`config.mk`:
```
export PLATFORM = sky130hd
export DESIGN_NAME = lpddr2_refresh_mask_and_activate
export DESIGN_NICKNAME = d
export VERILOG_FILES = /design/src/verilog/lpddr2_refresh_mask_and_activate.v
export VERILOG_INCLUDE_DIRS = /design/src /design/src/verilog
export SDC_FILE = /design/constraint.sdc
export NUM_CORES = 1
export LEC_CHECK = 0
export BUFFER_PORTS_ARGS = -buffer_cell sky130_fd_sc_hd__buf_2
export CAP_MARGIN = 0
export CORE_UTILIZATION = 25
export CTS_CLUSTER_SIZE = 28
export DETAILED_ROUTE_END_ITERATION = 8
export PLACE_DENSITY = 0.42
export SYNTH_ARGS = -nofsm -noshare
export SYNTH_HDL_FRONTEND = slang
export SYNTH_SLANG_ARGS = --single-unit
```
`constraint.sdc`:
```
create_clock -name core_clk -period 6.3 [get_ports core_clk]
set_input_delay 0.63 -clock core_clk [delete_from_list [all_inputs] [get_ports core_clk]]
set_output_delay 0.63 -clock core_clk [all_outputs]
set_load 0.01 [all_outputs]
```
`src/verilog/lpddr2_refresh_mask_map.vh`:
```
// Constants for the refresh mask, training pattern and row-open command block
`ifndef LPDDR2_REFRESH_MASK_MAP_VH
`define LPDDR2_REFRESH_MASK_MAP_VH
// Mode register addresses
`define ADDR_CAL 8'h0a
`define ADDR_BANK_MASK 8'h10
`define ADDR_SEG_MASK 8'h11
`define ADDR_PATTERN_FIRST 8'h20
`define ADDR_PATTERN_SECOND 8'h28
`define ADDR_SOFT_RESET 8'h3f
// Reset values of the masks
`define BANK_MASK_RESET 8'h00
`define SEG_MASK_RESET 8'h00
// Calibration codes
`define CAL_INIT 8'hff
`define CAL_LONG 8'hab
`define CAL_SHORT 8'h56
`define CAL_RESET 8'hc3
// Command codes on cmd[3:0] (cmd[0] first)
`define CMD_MRW 4'h0
`define CMD_MRR 4'h8
`define CMD_PRE 4'hb
// Density codes
`define DENS_1G 2'h0
`define DENS_2G 2'h1
`define DENS_4G 2'h2
`define DENS_8G 2'h3
// Lowest row bit of the segment number, per density
`define SEG_LSB_1G 10
`define SEG_LSB_MID 11
`define SEG_LSB_8G 12
// Enabled edges after reset before the strap synchroniser holds the pins
`define STRAP_SETTLE 2'h2
// Row-to-column delay in ns and core clock period in ns
`define ROW_TO_COL_NS 18
`define CORE_PERIOD_NS 8
`define ROW_TO_COL_CYC ((`ROW_TO_COL_NS + `CORE_PERIOD_NS - 1) / `CORE_PERIOD_NS)
`endif

```
`src/verilog/lpddr2_refresh_mask_and_activate.v`:
```
// Refresh masks, training patterns, calibration decode and row-open tracking
`timescale 1ns/1ps
`default_nettype none
`include "lpddr2_refresh_mask_map.vh"

module lpddr2_refresh_mask_and_activate #(
  parameter [7:0] PATTERN_FIRST = 8'h55,
  parameter [7:0] PATTERN_SECOND = 8'h33,
  parameter CAL_SUPPORTED = 1,
  parameter INIT_UPDATES_INFO = 1,
  parameter EIGHT_BANK = 1,
  parameter [1:0] DENSITY = 2'h3
) (
  input wire core_clk,
  input wire rst_n,
  input wire clk_en,
  input wire link_ck,
  input wire cs_n,
  input wire [3:0] cmd,
  input wire [2:0] bank_addr,
  input wire [14:0] row_addr,
  input wire [7:0] mr_addr,
  input wire [7:0] mr_data,
  input wire cal_pin_to_ground,
  input wire cal_pin_to_supply,
  input wire self_refresh,
  input wire [2:0] refresh_bank,
  input wire [14:0] refresh_row,
  output reg [7:0] read_data,
  output reg read_valid,
  output reg cal_long,
  output reg cal_short,
  output reg cal_init,
  output reg cal_default,
  output reg [1:0] device_info,
  output reg soft_reset,
  output reg [7:0] bank_open,
  output reg [14:0] open_row,
  output reg rw_accept,
  output reg rw_refused,
  output reg refresh_skip
);

  ////////////////////////////////////////////////////////////////////////////////
  // Functions

  // Segment number from a row by density
  function [2:0] seg_of;
    input [14:0] row;
    input [1:0] dens;
    begin
      case (dens)
        `DENS_1G: seg_of = row[`SEG_LSB_1G +: 3];
        `DENS_8G: seg_of = row[`SEG_LSB_8G +: 3];
        default: seg_of = row[`SEG_LSB_MID +: 3];
      endcase
    end
  endfunction

  // One-hot bit for a bank or segment number
  function [7:0] onehot;
    input [2:0] n;
    begin
      onehot = 8'h01 << n;
    end
  endfunction

  ////////////////////////////////////////////////////////////////////////////////
  // Pin synchronisers

  // Two flops per pin; the first stage feeds only the second. Each command
  // field is held for several core cycles around the link clock rise, so it
  // has settled in stage two by the time the rise shows there.
  reg ck_s1; // Link clock, first stage
  reg ck_s2; // Link clock, second stage
  reg ck_prev; // Last synced link clock level
  reg cs_n_s1; // Chip select, first stage
  reg cs_n_s; // Chip select, second stage
  reg [3:0] cmd_s1; // Command bits, first stage
  reg [3:0] cmd_s; // Command bits, second stage
  reg [2:0] ba_s1; // Bank address, first stage
  reg [2:0] ba_s; // Bank address, second stage
  reg [14:0] row_s1; // Row address, first stage
  reg [14:0] row_s; // Row address, second stage
  reg [7:0] ma_s1; // Register address, first stage
  reg [7:0] ma_s; // Register address, second stage
  reg [7:0] op_s1; // Register data, first stage
  reg [7:0] op_s; // Register data, second stage
  reg gnd_s1; // Ground strap, first stage
  reg gnd_s; // Ground strap, second stage
  reg sup_s1; // Supply strap, first stage
  reg sup_s; // Supply strap, second stage
  reg sr_s1; // Self-refresh flag, first stage
  reg sr_s; // Self-refresh flag, second stage
  reg [2:0] sr_bank_s1; // Refresh bank, first stage
  reg [2:0] sr_bank_s; // Refresh bank, second stage
  reg [14:0] sr_row_s1; // Refresh row, first stage
  reg [14:0] sr_row_s; // Refresh row, second stage

  // Synchroniser stages; select resets to its idle high level
  always @(posedge core_clk or negedge rst_n) begin
    if (!rst_n) begin
      ck_s1 <= 1'b0;
      ck_s2 <= 1'b0;
      ck_prev <= 1'b0;
      cs_n_s1 <= 1'b1;
      cs_n_s <= 1'b1;
      cmd_s1 <= 4'h0;
      cmd_s <= 4'h0;
      ba_s1 <= 3'h0;
      ba_s <= 3'h0;
      row_s1 <= 15'h0;
      row_s <= 15'h0;
      ma_s1 <= 8'h00;
      ma_s <= 8'h00;
      op_s1 <= 8'h00;
      op_s <= 8'h00;
      gnd_s1 <= 1'b0;
      gnd_s <= 1'b0;
      sup_s1 <= 1'b0;
      sup_s <= 1'b0;
      sr_s1 <= 1'b0;
      sr_s <= 1'b0;
      sr_bank_s1 <= 3'h0;
      sr_bank_s <= 3'h0;
      sr_row_s1 <= 15'h0;
      sr_row_s <= 15'h0;
    end else if (clk_en) begin
      ck_s1 <= link_ck;
      ck_s2 <= ck_s1;
      ck_prev <= ck_s2;
      cs_n_s1 <= cs_n;
      cs_n_s <= cs_n_s1;
      cmd_s1 <= cmd;
      cmd_s <= cmd_s1;
      ba_s1 <= bank_addr;
      ba_s <= ba_s1;
      row_s1 <= row_addr;
      row_s <= row_s1;
      ma_s1 <= mr_addr;
      ma_s <= ma_s1;
      op_s1 <= mr_data;
      op_s <= op_s1;
      gnd_s1 <= cal_pin_to_ground;
      gnd_s <= gnd_s1;
      sup_s1 <= cal_pin_to_supply;
      sup_s <= sup_s1;
      sr_s1 <= self_refresh;
      sr_s <= sr_s1;
      sr_bank_s1 <= refresh_bank;
      sr_bank_s <= sr_bank_s1;
      sr_row_s1 <= refresh_row;
      sr_row_s <= sr_row_s1;
    end
  end

  ////////////////////////////////////////////////////////////////////////////////
  // Command decode

  wire ck_rise = ck_s2 & ~ck_prev; // Rising edge of the link clock
  wire sel = ck_rise & ~cs_n_s;
  wire is_act = sel & ~cmd_s[0] & cmd_s[1];
  wire is_rw = sel & cmd_s[0] & ~cmd_s[1];
  wire is_pre = sel & (cmd_s == `CMD_PRE);
  wire is_mrw = sel & (cmd_s == `CMD_MRW);
  wire is_mrr = sel & (cmd_s == `CMD_MRR);
  wire reset_wr = is_mrw & (ma_s == `ADDR_SOFT_RESET);
  wire [7:0] bank_bit = onehot(ba_s);

  ////////////////////////////////////////////////////////////////////////////////
  // Straps caught after reset release

  reg strap_done; // Calibration pin straps captured
  reg [1:0] strap_wait; // Enabled edges seen since reset release
  reg pin_gnd; // Pin tied to ground through reference resistor
  reg pin_sup; // Pin tied to core supply

  // The pin connection is fixed after power-up; capture it once the
  // synchroniser has flushed its reset value, or calibration stays off
  always @(posedge core_clk or negedge rst_n) begin
    if (!rst_n) begin
      strap_done <= 1'b0;
      strap_wait <= 2'h0;
      pin_gnd <= 1'b0;
      pin_sup <= 1'b0;
    end else if (clk_en && !strap_done) begin
      if (strap_wait == `STRAP_SETTLE) begin
        // Stage two now holds the pins, not its reset value
        strap_done <= 1'b1;
        pin_gnd <= gnd_s & ~sup_s;
        pin_sup <= sup_s;
      end else begin
        strap_wait <= strap_wait + 2'h1;
      end
    end
  end

  ////////////////////////////////////////////////////////////////////////////////
  // Mode registers and calibration

  reg [7:0] bank_mask; // Write-only bank mask
  reg [7:0] seg_mask; // Write-only segment mask
  wire cal_ok = (CAL_SUPPORTED != 0) & pin_gnd & ~pin_sup;
  wire cal_wr = is_mrw & (ma_s == `ADDR_CAL);

  // Register writes, calibration pulses, reads and soft reset
  always @(posedge core_clk or negedge rst_n) begin
    if (!rst_n) begin
      bank_mask <= `BANK_MASK_RESET;
      seg_mask <= `SEG_MASK_RESET;
      read_data <= 8'h00;
      read_valid <= 1'b0;
      cal_long <= 1'b0;
      cal_short <= 1'b0;
      cal_init <= 1'b0;
      cal_default <= 1'b0;
      device_info <= 2'h0;
      soft_reset <= 1'b0;
    end else if (clk_en) begin
      // Pulses last one cycle
      read_valid <= 1'b0;
      cal_long <= 1'b0;
      cal_short <= 1'b0;
      cal_init <= 1'b0;
      cal_default <= 1'b0;
      soft_reset <= 1'b0;
      if (reset_wr) begin
        // Data bits ignored; masks return to full refresh
        bank_mask <= `BANK_MASK_RESET;
        seg_mask <= `SEG_MASK_RESET;
        soft_reset <= 1'b1;
      end else if (is_mrw && ma_s == `ADDR_BANK_MASK) begin
        // Upper bits dropped on four-bank parts
        bank_mask <= (EIGHT_BANK != 0) ? op_s : {4'h0, op_s[3:0]};
      end else if (is_mrw && ma_s == `ADDR_SEG_MASK) begin
        seg_mask <= op_s;
      end
      // Calibration decode; reserved codes and disabled pin do nothing
      if (cal_wr && cal_ok) begin
        case (op_s)
          `CAL_LONG: cal_long <= 1'b1;
          `CAL_SHORT: cal_short <= 1'b1;
          `CAL_RESET: cal_default <= 1'b1;
          `CAL_INIT: begin
            cal_init <= 1'b1;
            if (INIT_UPDATES_INFO != 0) begin
              device_info <= {pin_sup, pin_gnd};
            end
          end
          default: cal_init <= 1'b0;
        endcase
      end
      // Mode register reads; unmapped addresses return zero
      if (is_mrr) begin
        read_valid <= 1'b1;
        case (ma_s)
          `ADDR_PATTERN_FIRST: read_data <= PATTERN_FIRST;
          `ADDR_PATTERN_SECOND: read_data <= PATTERN_SECOND;
          default: read_data <= 8'h00;
        endcase
      end
    end
  end

  ////////////////////////////////////////////////////////////////////////////////
  // Bank state and row-to-column timing

  // Row-to-column delay in core cycles, cut to the counter's width on purpose
  localparam [31:0] RCD_FULL = `ROW_TO_COL_CYC;
  localparam [3:0] RCD_LOAD = RCD_FULL[3:0];
  reg [3:0] rcd_cnt [0:7]; // Cycles left before read or write is accepted
  integer i;

  // Track open banks and the delay since each was opened
  always @(posedge core_clk or negedge rst_n) begin
    if (!rst_n) begin
      bank_open <= 8'h00;
      open_row <= 15'h0;
      rw_accept <= 1'b0;
      rw_refused <= 1'b0;
      for (i = 0; i < 8; i = i + 1) begin
        rcd_cnt[i] <= 4'h0;
      end
    end else if (clk_en) begin
      rw_accept <= 1'b0;
      rw_refused <= 1'b0;
      // Count down every bank whose delay has not run out
      for (i = 0; i < 8; i = i + 1) begin
        if (rcd_cnt[i] != 4'h0) begin
          rcd_cnt[i] <= rcd_cnt[i] - 4'h1;
        end
      end
      if (reset_wr) begin
        bank_open <= 8'h00;
      end else if (is_act) begin
        // Open the addressed row; reopen without precharge is the controller's fault
        bank_open <= bank_open | bank_bit;
        open_row <= row_s;
        rcd_cnt[ba_s] <= RCD_LOAD;
      end else if (is_pre) begin
        bank_open <= bank_open & ~bank_bit;
      end else if (is_rw) begin
        // Accept only on an open bank whose delay has run out
        if ((bank_open & bank_bit) != 8'h00 && rcd_cnt[ba_s] == 4'h0) begin
          rw_accept <= 1'b1;
        end else begin
          rw_refused <= 1'b1;
        end
      end
    end
  end

  ////////////////////////////////////////////////////////////////////////////////
  // Partial-array self-refresh skip

  wire [7:0] sr_bank_bit = onehot(sr_bank_s);
  wire [7:0] sr_seg_bit = onehot(seg_of(sr_row_s, DENSITY));
  wire bank_hit = (bank_mask & sr_bank_bit) != 8'h00;
  wire seg_hit = (seg_mask & sr_seg_bit) != 8'h00;

  // Skip a location in self-refresh when either mask covers it
  always @(posedge core_clk or negedge rst_n) begin
    if (!rst_n) begin
      refresh_skip <= 1'b0;
    end else if (clk_en) begin
      refresh_skip <= sr_s & (bank_hit | seg_hit);
    end
  end

endmodule // lpddr2_refresh_mask_and_activate
`default_nettype wire

```
### Yosys cells after proc, flatten, opt, wreduce, memory -nomap -nowiden

Cells that the tools add are included.
W data, S select, Z words.

* word-level logic and storage cells: 196
* register bits after elaboration: 218
* output and inout port bits: 42

* reduce and logical (&&, ||, !) cells: 31
* eq/ne operators: 14
* bitwise logic cells: 33
* mux-type cells: 52
* add/subtract/negate cells: 9
* shifts and indexed selects: 3
* $lt $le $gt $ge: 2

Operators by type and width (count)
* $mux W4: 19
* $mux W32: 2
* $mux W8: 8
* $and A8 B8 Y8: 4
* $reduce_bool A4 Y1: 8
* $sub A4 B1 Y4 const B: 8
* $eq A8 B6 Y1 const B: 3
* $eq A8 B8 Y1 const B: 3
* $reduce_bool A8 Y1: 3
* $shl A1 B3 Y8 const A: 3
* $mux W1: 20
* $and A16 B16 Y16: 1
* $eq A8 B5 Y1 const B: 2
* $not A16 Y16: 1
* $or A16 B16 Y16: 1
* $and A1 B1 Y1: 14
* $pmux W7 S2: 1
* $bmux W4 S3: 1
* $demux W4 S3: 1
* $reduce_and A2 Y1: 5
* $reduce_and A3 Y1: 3
* $eq A4 B4 Y1 const B: 2
* $eq A8 B4 Y1 const B: 1
* $eq A8 B7 Y1 const B: 1
* other kinds (15): 29

### Longest topological paths before layout

Gate-level depths: netlist (run 1).

* word-level depth: 11
* mapped depth: 7

### Least setup slack after synthesis (run 1)

No wires, ideal clock.

* path kind: input-to-reg
* start point: input clk_en
* end point: register bank_open[0]
* arrival: 2.007 ns
* data required time: 6.166 ns
* stages on the path: 6
* path slack: 4.159 ns
* path through: buf_2 -> nand4bb_1 -> or4b_2 -> clkbuf_1 -> o21ai_0 -> o22ai_1

* word-level cells in the longest chain between the ends: 1

Ends and longest elaborated chain
* from (decl): RTL line lpddr2_refresh_mask_and_activate.v:16 `input wire clk_en,`
* $reduce_and A2 Y1 (no line)
* to (signal assigned): RTL line lpddr2_refresh_mask_and_activate.v:297 `bank_open <= bank_open | bank_bit;`
* to (signal assigned): RTL line lpddr2_refresh_mask_and_activate.v:301 `bank_open <= bank_open & ~bank_bit;`
* to (decl): RTL line lpddr2_refresh_mask_and_activate.v:37 `output reg [7:0] bank_open,`

Every way passes these cells.
A chain may end at the register's enable or synchronous reset.

### Worst setup path in the final report (run 1)

* start point: input clk_en
* end point: register bank_open[4]

Same word-level chain as after synthesis.

==> results of run 1 <==
[metrics by stage]
stage          hold slack, ns  instances  area [µm²]  power, µW
2_1_floorplan           0.334        694        8240       2240
5_1_grt                 0.248       1230        9740       3850
3_3_place_gp            0.451       1198        9140       2510
4_1_cts                 0.233       1230        9740       3660
6_report                0.218       1232        9750       3600
3_5_place_dp            0.453       1198        9140       2530
[how the worst max path moves through the flow]
| stage | cells past startpoint | startpoint | to | slack [ns] |
|---|---|---|---|---|
| 6_report | 5 | clk_en | bank_open[4]$_DFFE_PN0P_ | 3.68 |
| 5_1_grt | 5 | clk_en | bank_open[4]$_DFFE_PN0P_ | 3.51 |
| 4_1_cts | 5 | clk_en | bank_open[3]$_DFFE_PN0P_ | 3.58 |
| 3_5_place_dp | 5 | clk_en | bank_open[3]$_DFFE_PN0P_ | 3.10 |
| 3_3_place_gp | 5 | clk_en | bank_open[4]$_DFFE_PN0P_ | 3.14 |
| 2_1_floorplan | 6 | clk_en | bank_open[0]$_DFFE_PN0P_ | 4.16 |
[power breakdown]
part           switching, µW  total [µW]  leakage, µW  internal, µW
clock                    505        1110     0.000279           603
sequential               234        1710      0.00234          1470
combinational            407         787      0.00174           381
[synthesized netlist by cell type, types with 3 or more instances]
| master | instances |
|---|---|
| sky130_fd_sc_hd__nand2_1 | 97 |
| sky130_fd_sc_hd__mux2i_1 | 3 |
| sky130_fd_sc_hd__nand4b_1 | 5 |
| sky130_fd_sc_hd__mux2_2 | 96 |
| sky130_fd_sc_hd__buf_4 | 5 |
| sky130_fd_sc_hd__o21bai_1 | 3 |
| sky130_fd_sc_hd__o41ai_1 | 3 |
| sky130_fd_sc_hd__dfrtp_1 | 187 |
| sky130_fd_sc_hd__o31ai_1 | 7 |
| sky130_fd_sc_hd__o211ai_1 | 11 |
| sky130_fd_sc_hd__or2_2 | 5 |
| sky130_fd_sc_hd__xnor2_1 | 9 |
| sky130_fd_sc_hd__o2bb2ai_1 | 6 |
| sky130_fd_sc_hd__a21o_1 | 11 |
| sky130_fd_sc_hd__or4_1 | 3 |
| sky130_fd_sc_hd__o21ai_0 | 34 |
| sky130_fd_sc_hd__or3_1 | 8 |
| sky130_fd_sc_hd__nand3_1 | 12 |
| sky130_fd_sc_hd__mux4_2 | 6 |
| sky130_fd_sc_hd__nor3_1 | 14 |
| sky130_fd_sc_hd__clkbuf_1 | 25 |
| sky130_fd_sc_hd__nor4_1 | 4 |
| sky130_fd_sc_hd__a22o_1 | 17 |
| sky130_fd_sc_hd__nor2_1 | 23 |
| sky130_fd_sc_hd__a31oi_1 | 3 |
| sky130_fd_sc_hd__ha_1 | 9 |
| sky130_fd_sc_hd__nor2b_1 | 3 |
| sky130_fd_sc_hd__inv_1 | 27 |
| sky130_fd_sc_hd__a21boi_0 | 5 |
| sky130_fd_sc_hd__nand2b_1 | 5 |
| sky130_fd_sc_hd__a21oi_1 | 8 |
[kinds of logic (layout without fill, tap and decap cells)]
family | after synthesis | in the layout
simple gates | 197 | 197
fa+ha+maj | 9 | 9
xor+xnor | 9 | 9
other cells | 1 | 4
compound gates | 121 | 121
mux | 105 | 105
buf+inv | 62 | 156
flops | 189 | 189
[final cells by class]
class / count / area [µm²]
Multi-Input combinational cell: 443 / 3250
Tap cell: 442 / 553
Clock inverter: 14 / 160
Inverter: 28 / 105
Sequential cell: 189 / 4730
Antenna cell: 2 / 5.00
Fill cell: 3353 / 22700
Timing Repair Buffer: 96 / 504
Clock buffer: 18 / 439
[critical path, delay by kind of cell]
family          cells  cell delay (ns)
simple gates        2             1.17
buf+inv             2             0.95
compound gates      1             0.14
[flip-flops by register name, summed over array words and instances (netlist names), 2 cells and up]
| signal | count |
|---|---|
| ma_s1 | 8 |
| device_info | 2 |
| cmd_s1 | 4 |
| op_s | 8 |
| open_row | 15 |
| bank_open | 8 |
| sr_row_s1 | 3 |
| row_s | 15 |
| seg_mask | 8 |
| ma_s | 8 |
| ba_s1 | 3 |
| op_s1 | 8 |
| rcd_cnt | 32 |
| sr_row_s | 3 |
| row_s1 | 15 |
| sr_bank_s | 3 |
| ba_s | 3 |
| strap_wait | 2 |
| cmd_s | 4 |
| sr_bank_s1 | 3 |
| bank_mask | 8 |
| read_data | 3 |
[metal layers]
metal  GRT usage, %  share of wire (%)
met5              0                  0
met4           4.20                1.4
met3           3.17                4.7
met2           17.8                 45
met1           17.2                 49
==> impl_metrics.sql, run 1 <==
INSERT INTO impl_metrics (metric_group, metric, value, unit) VALUES
('outcome', 'result_of_the_run', 'finished, final reports clean', ''),
('synth', 'synthesis.yosys.warnings', '0', ''),
('grt', 'total_grt_usage', '12.2', '%'),
('power_and_ir_drop', 'peakVddDrop', '0.177', 'mV'),
('synth', 'synth.mux.area_fraction', '15.1', '%'),
('floorplan', 'start_util', '25.4', '%'),
('synth', 'share_of_synthesized_area_occupied_by_flip_flops_and_latches', '57.5', '%'),
('cells_and_area', 'layout.core_utilization', '30.0', '%'),
('critical_path', 'worstPathMaxFanout', '32', ''),
('grt', 'vias_in_the_first_global_route', '5579', ''),
('clocking', 'clock_tree.htree_level_count', '4', ''),
('place', 'port_buffers', '91', ''),
('synth', 'postSynthRegisterBits', '189', ''),
('floorplan', 'coreArea', '32500', 'µm²'),
('floorplan', 'std_cell_rows', '66', ''),
('critical_path', 'r2r_slack', '3.92', 'ns'),
('synth', 'synth.top_cell.area_share', '56.8', '%'),
('synth', 'share_of_the_synthesized_area_in_compound_gates_ao_oa_aoi_oai', '10.2', '%'),
('critical_path', 'crit-reg2reg-capture', 'device_info[0]$_DFFE_PN0P_', ''),
('place', 'routabilityCongestion', '0.747', ''),
('critical_path', 'crit_path_cell_trace', 'buf_4 -> clkinv_1 -> or4_2 -> nor2_4 -> o21ai_0', ''),
('sta', 'worst-slew-pin-transition', '1.05', 'ns'),
('drt', 'iteration_count_of_the_initial_detailed_routing_pass', '4', ''),
('critical_path', 'worst_ep_required_time', '6.61', 'ns'),
('clocking', 'cts_hold_buffers', '0', ''),
('sta', 'period_share', '41.6', '%'),
('synth', 'netlist_top_cells_area', 'sky130_fd_sc_hd__dfrtp_1 (57%), sky130_fd_sc_hd__mux2_2 (13%), sky130_fd_sc_hd__nand2_1 (4.4%)', ''),
('synth', 'netlist_area', '8230', 'µm²'),
('synth', 'synth_cells', '693', ''),
('synth', 'synth.lib_cells_used.distinct', '61', ''),
('synth', 'synth_edf_count', '0', ''),
('synth', 'synth_xor_area_share', '0.957', '%'),
('synth', 'main_combinational_cell_family_by_area_after_synthesis', 'multiplexers', ''),
('cells_and_area', 'final_layout_size_suffix_gt1_share', '31.2', '%'),
('critical_path', 'critical_setup_path_class', 'input port to register', ''),
('floorplan', 'die-area', '33700', 'µm²'),
('job', 'maxCapViolCount', '0', ''),
('clocking', 'ctsRootBufferMaster', 'sky130_fd_sc_hd__clkbuf_16', ''),
('clocking', 'cts_resized', '0', ''),
('place', 'detailedPlacementHpwl', '12900', 'µm'),
('critical_path', 'startpoint_type', 'input port', ''),
('drt', 'dr.first_iter.drc_count', '251', ''),
('synth', 'yosys.area.top_type', 'sky130_fd_sc_hd__dfrtp_1', ''),
('grt', 'grt_pass1_wl', '31600', 'µm'),
('synth', 'synth_async_sr_flop_share', '100', '%'),
('sta', 'hold_viol', '0', ''),
('synth', 'avgSynthCellArea', '11.9', 'µm²'),
('drt', 'routed_via_density', '4.47', ''),
('drt', 'wirelength', '19200', 'µm'),
('power_and_ir_drop', 'p_leak', '0.00436', 'µW'),
('cells_and_area', 'mostFrequentLayoutCell', 'sky130_fd_sc_hd__dfrtp_1', ''),
('sta', 'max_freq', '381', 'MHz'),
('critical_path', 'worstRegToRegCells', '5', ''),
('clocking', 'clock_transition_at_the_registers_of_the_reported_paths', '0.07', 'ns'),
('grt', 'antenna_found_initial', '2', ''),
('sta', 'grt_setup_unrepaired', 'false', ''),
('drt', 'vias', '5509', ''),
('critical_path', 'worst_r2r_startpoint', 'ck_prev$_DFFE_PN0P_', ''),
('sta', 'slew_margin_rel', '30.3', '%'),
('cells_and_area', 'final_cell_mix', 'sky130_fd_sc_hd__dfrtp_1 (187), sky130_fd_sc_hd__nand2_1 (97), sky130_fd_sc_hd__mux2_2 (96)', ''),
('cells_and_area', 'syn_to_final_growth', '18.4', '%'),
('grt', 'maximum_number_of_pins_on_one_net_before_global_route_repair', '77', ''),
('min_path', 'hold_path.class', 'input port to asynchronous set/reset pin', ''),
('synth', 'ys.flop_type', 'sky130_fd_sc_hd__dfrtp_1', ''),
('sta', 'slew_viol_final', '0', ''),
('clocking', 'postCtsSetupRepairBufs', '0', ''),
('critical_path', 'critical-path-max-stage-delay', '0.88', 'ns'),
('cells_and_area', 'nets', '848', ''),
('sta', 'fin_worst_skew', '0.0116', 'ns'),
('drt', 'antenna_violating_nets_post_route', '0', ''),
('sta', 'final.setup.worst_slack', '3.68', 'ns');
Note: power is estimated with default switching activity, not from simulation.
==> inputs of run 2 (changes only) <==
clock period = 2.43 ns   (was 6.3 ns; I/O delays follow)
==> impl_metrics.sql, run 2 (synthesized netlist as in run 1, its figures left out) <==
INSERT INTO impl_metrics (metric_group, metric, value, unit) VALUES
('critical_path', 'launching_instance_or_port_of_the_critical_path', 'ma_s[7]$_DFFE_PN0P_', ''),
('critical_path', 'cpLargestDelayFamily', 'simple AND/OR/NAND/NOR gates', ''),
('critical_path', 'critical-path-max-stage-delay', '0.62', 'ns'),
('critical_path', 'cp-endpoint', 'bank_open[4]$_DFFE_PN0P_', ''),
('critical_path', 'startpoint_type', 'register', ''),
('sta', 'finalSetupTns', '0', 'ns'),
('floorplan', 'coreArea', '32500', 'µm²'),
('power_and_ir_drop', 'internal_power', '6420', 'µW'),
('clocking', 'tritoncts.num_buffers', '17', ''),
('sta', 'hold_viol', '0', ''),
('critical_path', 'worst_ep_required_time', '2.73', 'ns'),
('sta', 'final.hold.worst_slack', '0.0357', 'ns'),
('sta', 'max_freq', '449', 'MHz'),
('critical_path', 'worstRegToRegCells', '5', ''),
('power_and_ir_drop', 'power', '9380', 'µW'),
('place', 'port_buffers', '91', ''),
('power_and_ir_drop', 'power_per_cell_area', '945', 'nW/µm²'),
('grt', 'total_grt_usage', '12.3', '%'),
('power_and_ir_drop', 'sequentialPowerShare', '46.9', '%'),
('power_and_ir_drop', 'p_comb_share', '22.5', '%'),
('cells_and_area', 'mostFrequentLayoutCell', 'sky130_fd_sc_hd__dfrtp_1', ''),
('cells_and_area', 'final-seq-area', '4730', 'µm²'),
('sta', 'setup_violation_total_in_the_final_timing_report', '0', ''),
('sta', 'layout_min_cycle_time', '2.23', 'ns'),
('cells_and_area', 'nFillCells', '3326', ''),
('drt', 'iteration_count_of_the_initial_detailed_routing_pass', '4', ''),
('outcome', 'result_of_the_run', 'finished, final reports clean', ''),
('clocking', 'ctsRootBufferMaster', 'sky130_fd_sc_hd__clkbuf_16', ''),
('critical_path', 'critical-path-slowest-cell', 'sky130_fd_sc_hd__or4_2', ''),
('sta', 'fin_worst_skew', '0.00858', 'ns'),
('cells_and_area', 'registers.top_by_ff_count', 'rcd_cnt', ''),
('drt', 'wl_per_cell', '15.3', 'µm'),
('grt', 'maximum_number_of_pins_on_one_net_before_global_route_repair', '68', ''),
('clocking', 'cts_hold_buffers', '1', ''),
('drt', 'drc_errors', '0', ''),
('sta', 'slew_margin_rel', '60.2', '%'),
('power_and_ir_drop', 'power_switching_share', '31.5', '%'),
('cells_and_area', 'number_of_flip_flops_under_the_largest_register_name', '32', ''),
('clocking', 'cts_resized', '0', ''),
('floorplan', 'die-area', '33700', 'µm²'),
('cells_and_area', 'final_cell_mix', 'sky130_fd_sc_hd__dfrtp_1 (187), sky130_fd_sc_hd__nand2_1 (97), sky130_fd_sc_hd__mux2_2 (96)', ''),
('cells_and_area', 'count_of_inserted_antenna_diode_cells', '0', ''),
('drt', 'vias', '5531', ''),
('clocking', 'postCtsSetupRepairBufs', '0', ''),
('critical_path', 'critical_path.n_buffers_inverters', '0', ''),
('clocking', 'worst_skew_pair.late_latency', '0.43', 'ns'),
('critical_path', 'crit-reg2reg-capture', 'bank_open[4]$_DFFE_PN0P_', ''),
('floorplan', 'pin_count', '106', ''),
('clocking', 'cts-root-to-sink-buffers', '2', ''),
('place', 'placed_cells_incl_taps', '1217', ''),
('min_path', 'hold_path.class', 'input port to register', ''),
('clocking', 'clock_tree.htree_level_count', '4', ''),
('cells_and_area', 'nets', '868', ''),
('power_and_ir_drop', 'p_sw', '2960', 'µW'),
('drt', 'wirelength', '19200', 'µm'),
('critical_path', 'r2r_slack', '0.20', 'ns'),
('sta', 'worst-slew-pin-transition', '0.592', 'ns'),
('cells_and_area', 'final_layout_size_suffix_gt1_share', '32.7', '%'),
('cells_and_area', 'multiInputGateArea', '3250', 'µm²'),
('cells_and_area', 'syn_to_final_growth', '20.5', '%'),
('grt', 'antenna_found_initial', '0', ''),
('clocking', 'tritoncts_clock_tree', 'done', ''),
('grt', 'grt_pass1_wl', '32200', 'µm'),
('critical_path', 'cp.depth', '5', ''),
('critical_path', 'cp_data_arrival_time', '2.53', 'ns'),
('place', 'routabilityCongestion', '0.731', ''),
('sta', 'grt_setup_unrepaired', 'false', ''),
('cells_and_area', 'layout.core_utilization', '30.6', '%'),
('job', 'maxCapViolCount', '0', ''),
('grt', 'grt.overflow.total', '0', ''),
('critical_path', 'crit_path_cell_trace', 'or2_1 -> or4_4 -> or4_2 -> nor2_4 -> o21ai_0', ''),
('clocking', 'cts.sink_count', '189', ''),
('drt', 'routed_via_density', '4.42', ''),
('power_and_ir_drop', 'peakVddDrop', '0.414', 'mV'),
('floorplan', 'std_cell_rows', '66', ''),
('grt', 'vias_in_the_first_global_route', '5715', ''),
('floorplan', 'die_h', '183', 'µm'),
('drt', 'dr.first_iter.drc_count', '207', ''),
('sta', 'period_share', '91.7', '%'),
('critical_path', 'critical_setup_path_class', 'register to register', ''),
('floorplan', 'floorplan.die.width', '183', 'µm'),
('clocking', 'clock_transition_at_the_registers_of_the_reported_paths', '0.08', 'ns'),
('place', 'detailedPlacementHpwl', '13700', 'µm'),
('power_and_ir_drop', 'p_clk_share', '30.6', '%'),
('critical_path', 'timing.critical_path.to_type', 'register', ''),
('critical_path', 'worst_r2r_startpoint', 'ma_s[7]$_DFFE_PN0P_', ''),
('drt', 'antenna_violating_nets_post_route', '0', ''),
('critical_path', 'worstPathMaxFanout', '9', ''),
('sta', 'slew_viol_final', '0', ''),
('floorplan', 'start_util', '25.4', '%'),
('cells_and_area', 'post_layout_instance_count_excluding_filler_cells', '1250', ''),
('power_and_ir_drop', 'p_leak', '0.00448', 'µW');
-- run 2: cell count changes in the layout (fill, tap and decap cells not counted) --
| cell | delta |
|---|---|
| sky130_fd_sc_hd__clkbuf_1 | +1 |
| sky130_fd_sc_hd__inv_6 | +1 |
| sky130_fd_sc_hd__buf_12 | +2 |
| sky130_fd_sc_hd__dlygate4sd3_1 | +1 |
| sky130_fd_sc_hd__inv_8 | +1 |
| sky130_fd_sc_hd__clkinvlp_4 | -4 |
| sky130_fd_sc_hd__diode_2 | -2 |
| sky130_fd_sc_hd__clkinv_2 | +1 |
| sky130_fd_sc_hd__buf_4 | +17 |
-- run 2: how the worst min path moves through the flow --
stage                            endpoint  cells after the start  slack, ns         from
floorplan            ba_s1[0]$_DFFE_PN0P_                      0      -0.05        rst_n
detailed placement   op_s1[6]$_DFFE_PN0P_                      1       0.30        rst_n
finish              row_s1[5]$_DFFE_PN0P_                      2       0.04  row_addr[5]
global route         ma_s1[7]$_DFFE_PN0P_                      2       0.01   mr_addr[7]
CTS                  ma_s1[3]$_DFFE_PN0P_                      2       0.01   mr_addr[3]
global placement     op_s1[6]$_DFFE_PN0P_                      1       0.31        rst_n
-- run 2: power by group through the flow --
stage | Combinational, µW | Clock, µW | Sequential, µW
after floorplan | 1450 | 0 | 4340
final | 2110 | 2870 | 4400
after global routing | 2430 | 3100 | 4520
after global placement | 2110 | 0 | 4470
after detailed placement | 2140 | 0 | 4460
after CTS | 2150 | 2980 | 4410
-- run 2: cell type report --
| cell class | instances | area share, % |
|---|---|---|
| multi-input cells | 443 | 32.7 |
| clock buffers | 19 | 4.47 |
| clock inverters | 13 | 1.56 |
| flip-flops and latches | 189 | 47.7 |
| repair buffers | 116 | 6.88 |
| inverters | 28 | 1.06 |
| well taps | 442 | 5.58 |
-- run 2: layer usage --
| layer | up-vias | track usage, % | share of wire, % |
|---|---|---|---|
| met1 | 2767 | 17.8 | 51 |
| li1 | 2664 | - | - |
| met2 | 84 | 18.2 | 45 |
| met5 | - | 0 | 0 |
| met4 | 0 | 3.70 | 1.2 |
| met3 | 16 | 2.63 | 3.1 |
-- run 2: per-stage QoR --
step	setup WS [ns]	area, µm²
2_1_floorplan	0.387	8240
3_3_place_gp	0.202	9310
3_5_place_dp	0.179	9310
4_1_cts	0.159	9920
5_1_grt	0.0555	9920
6_report	0.202	9920
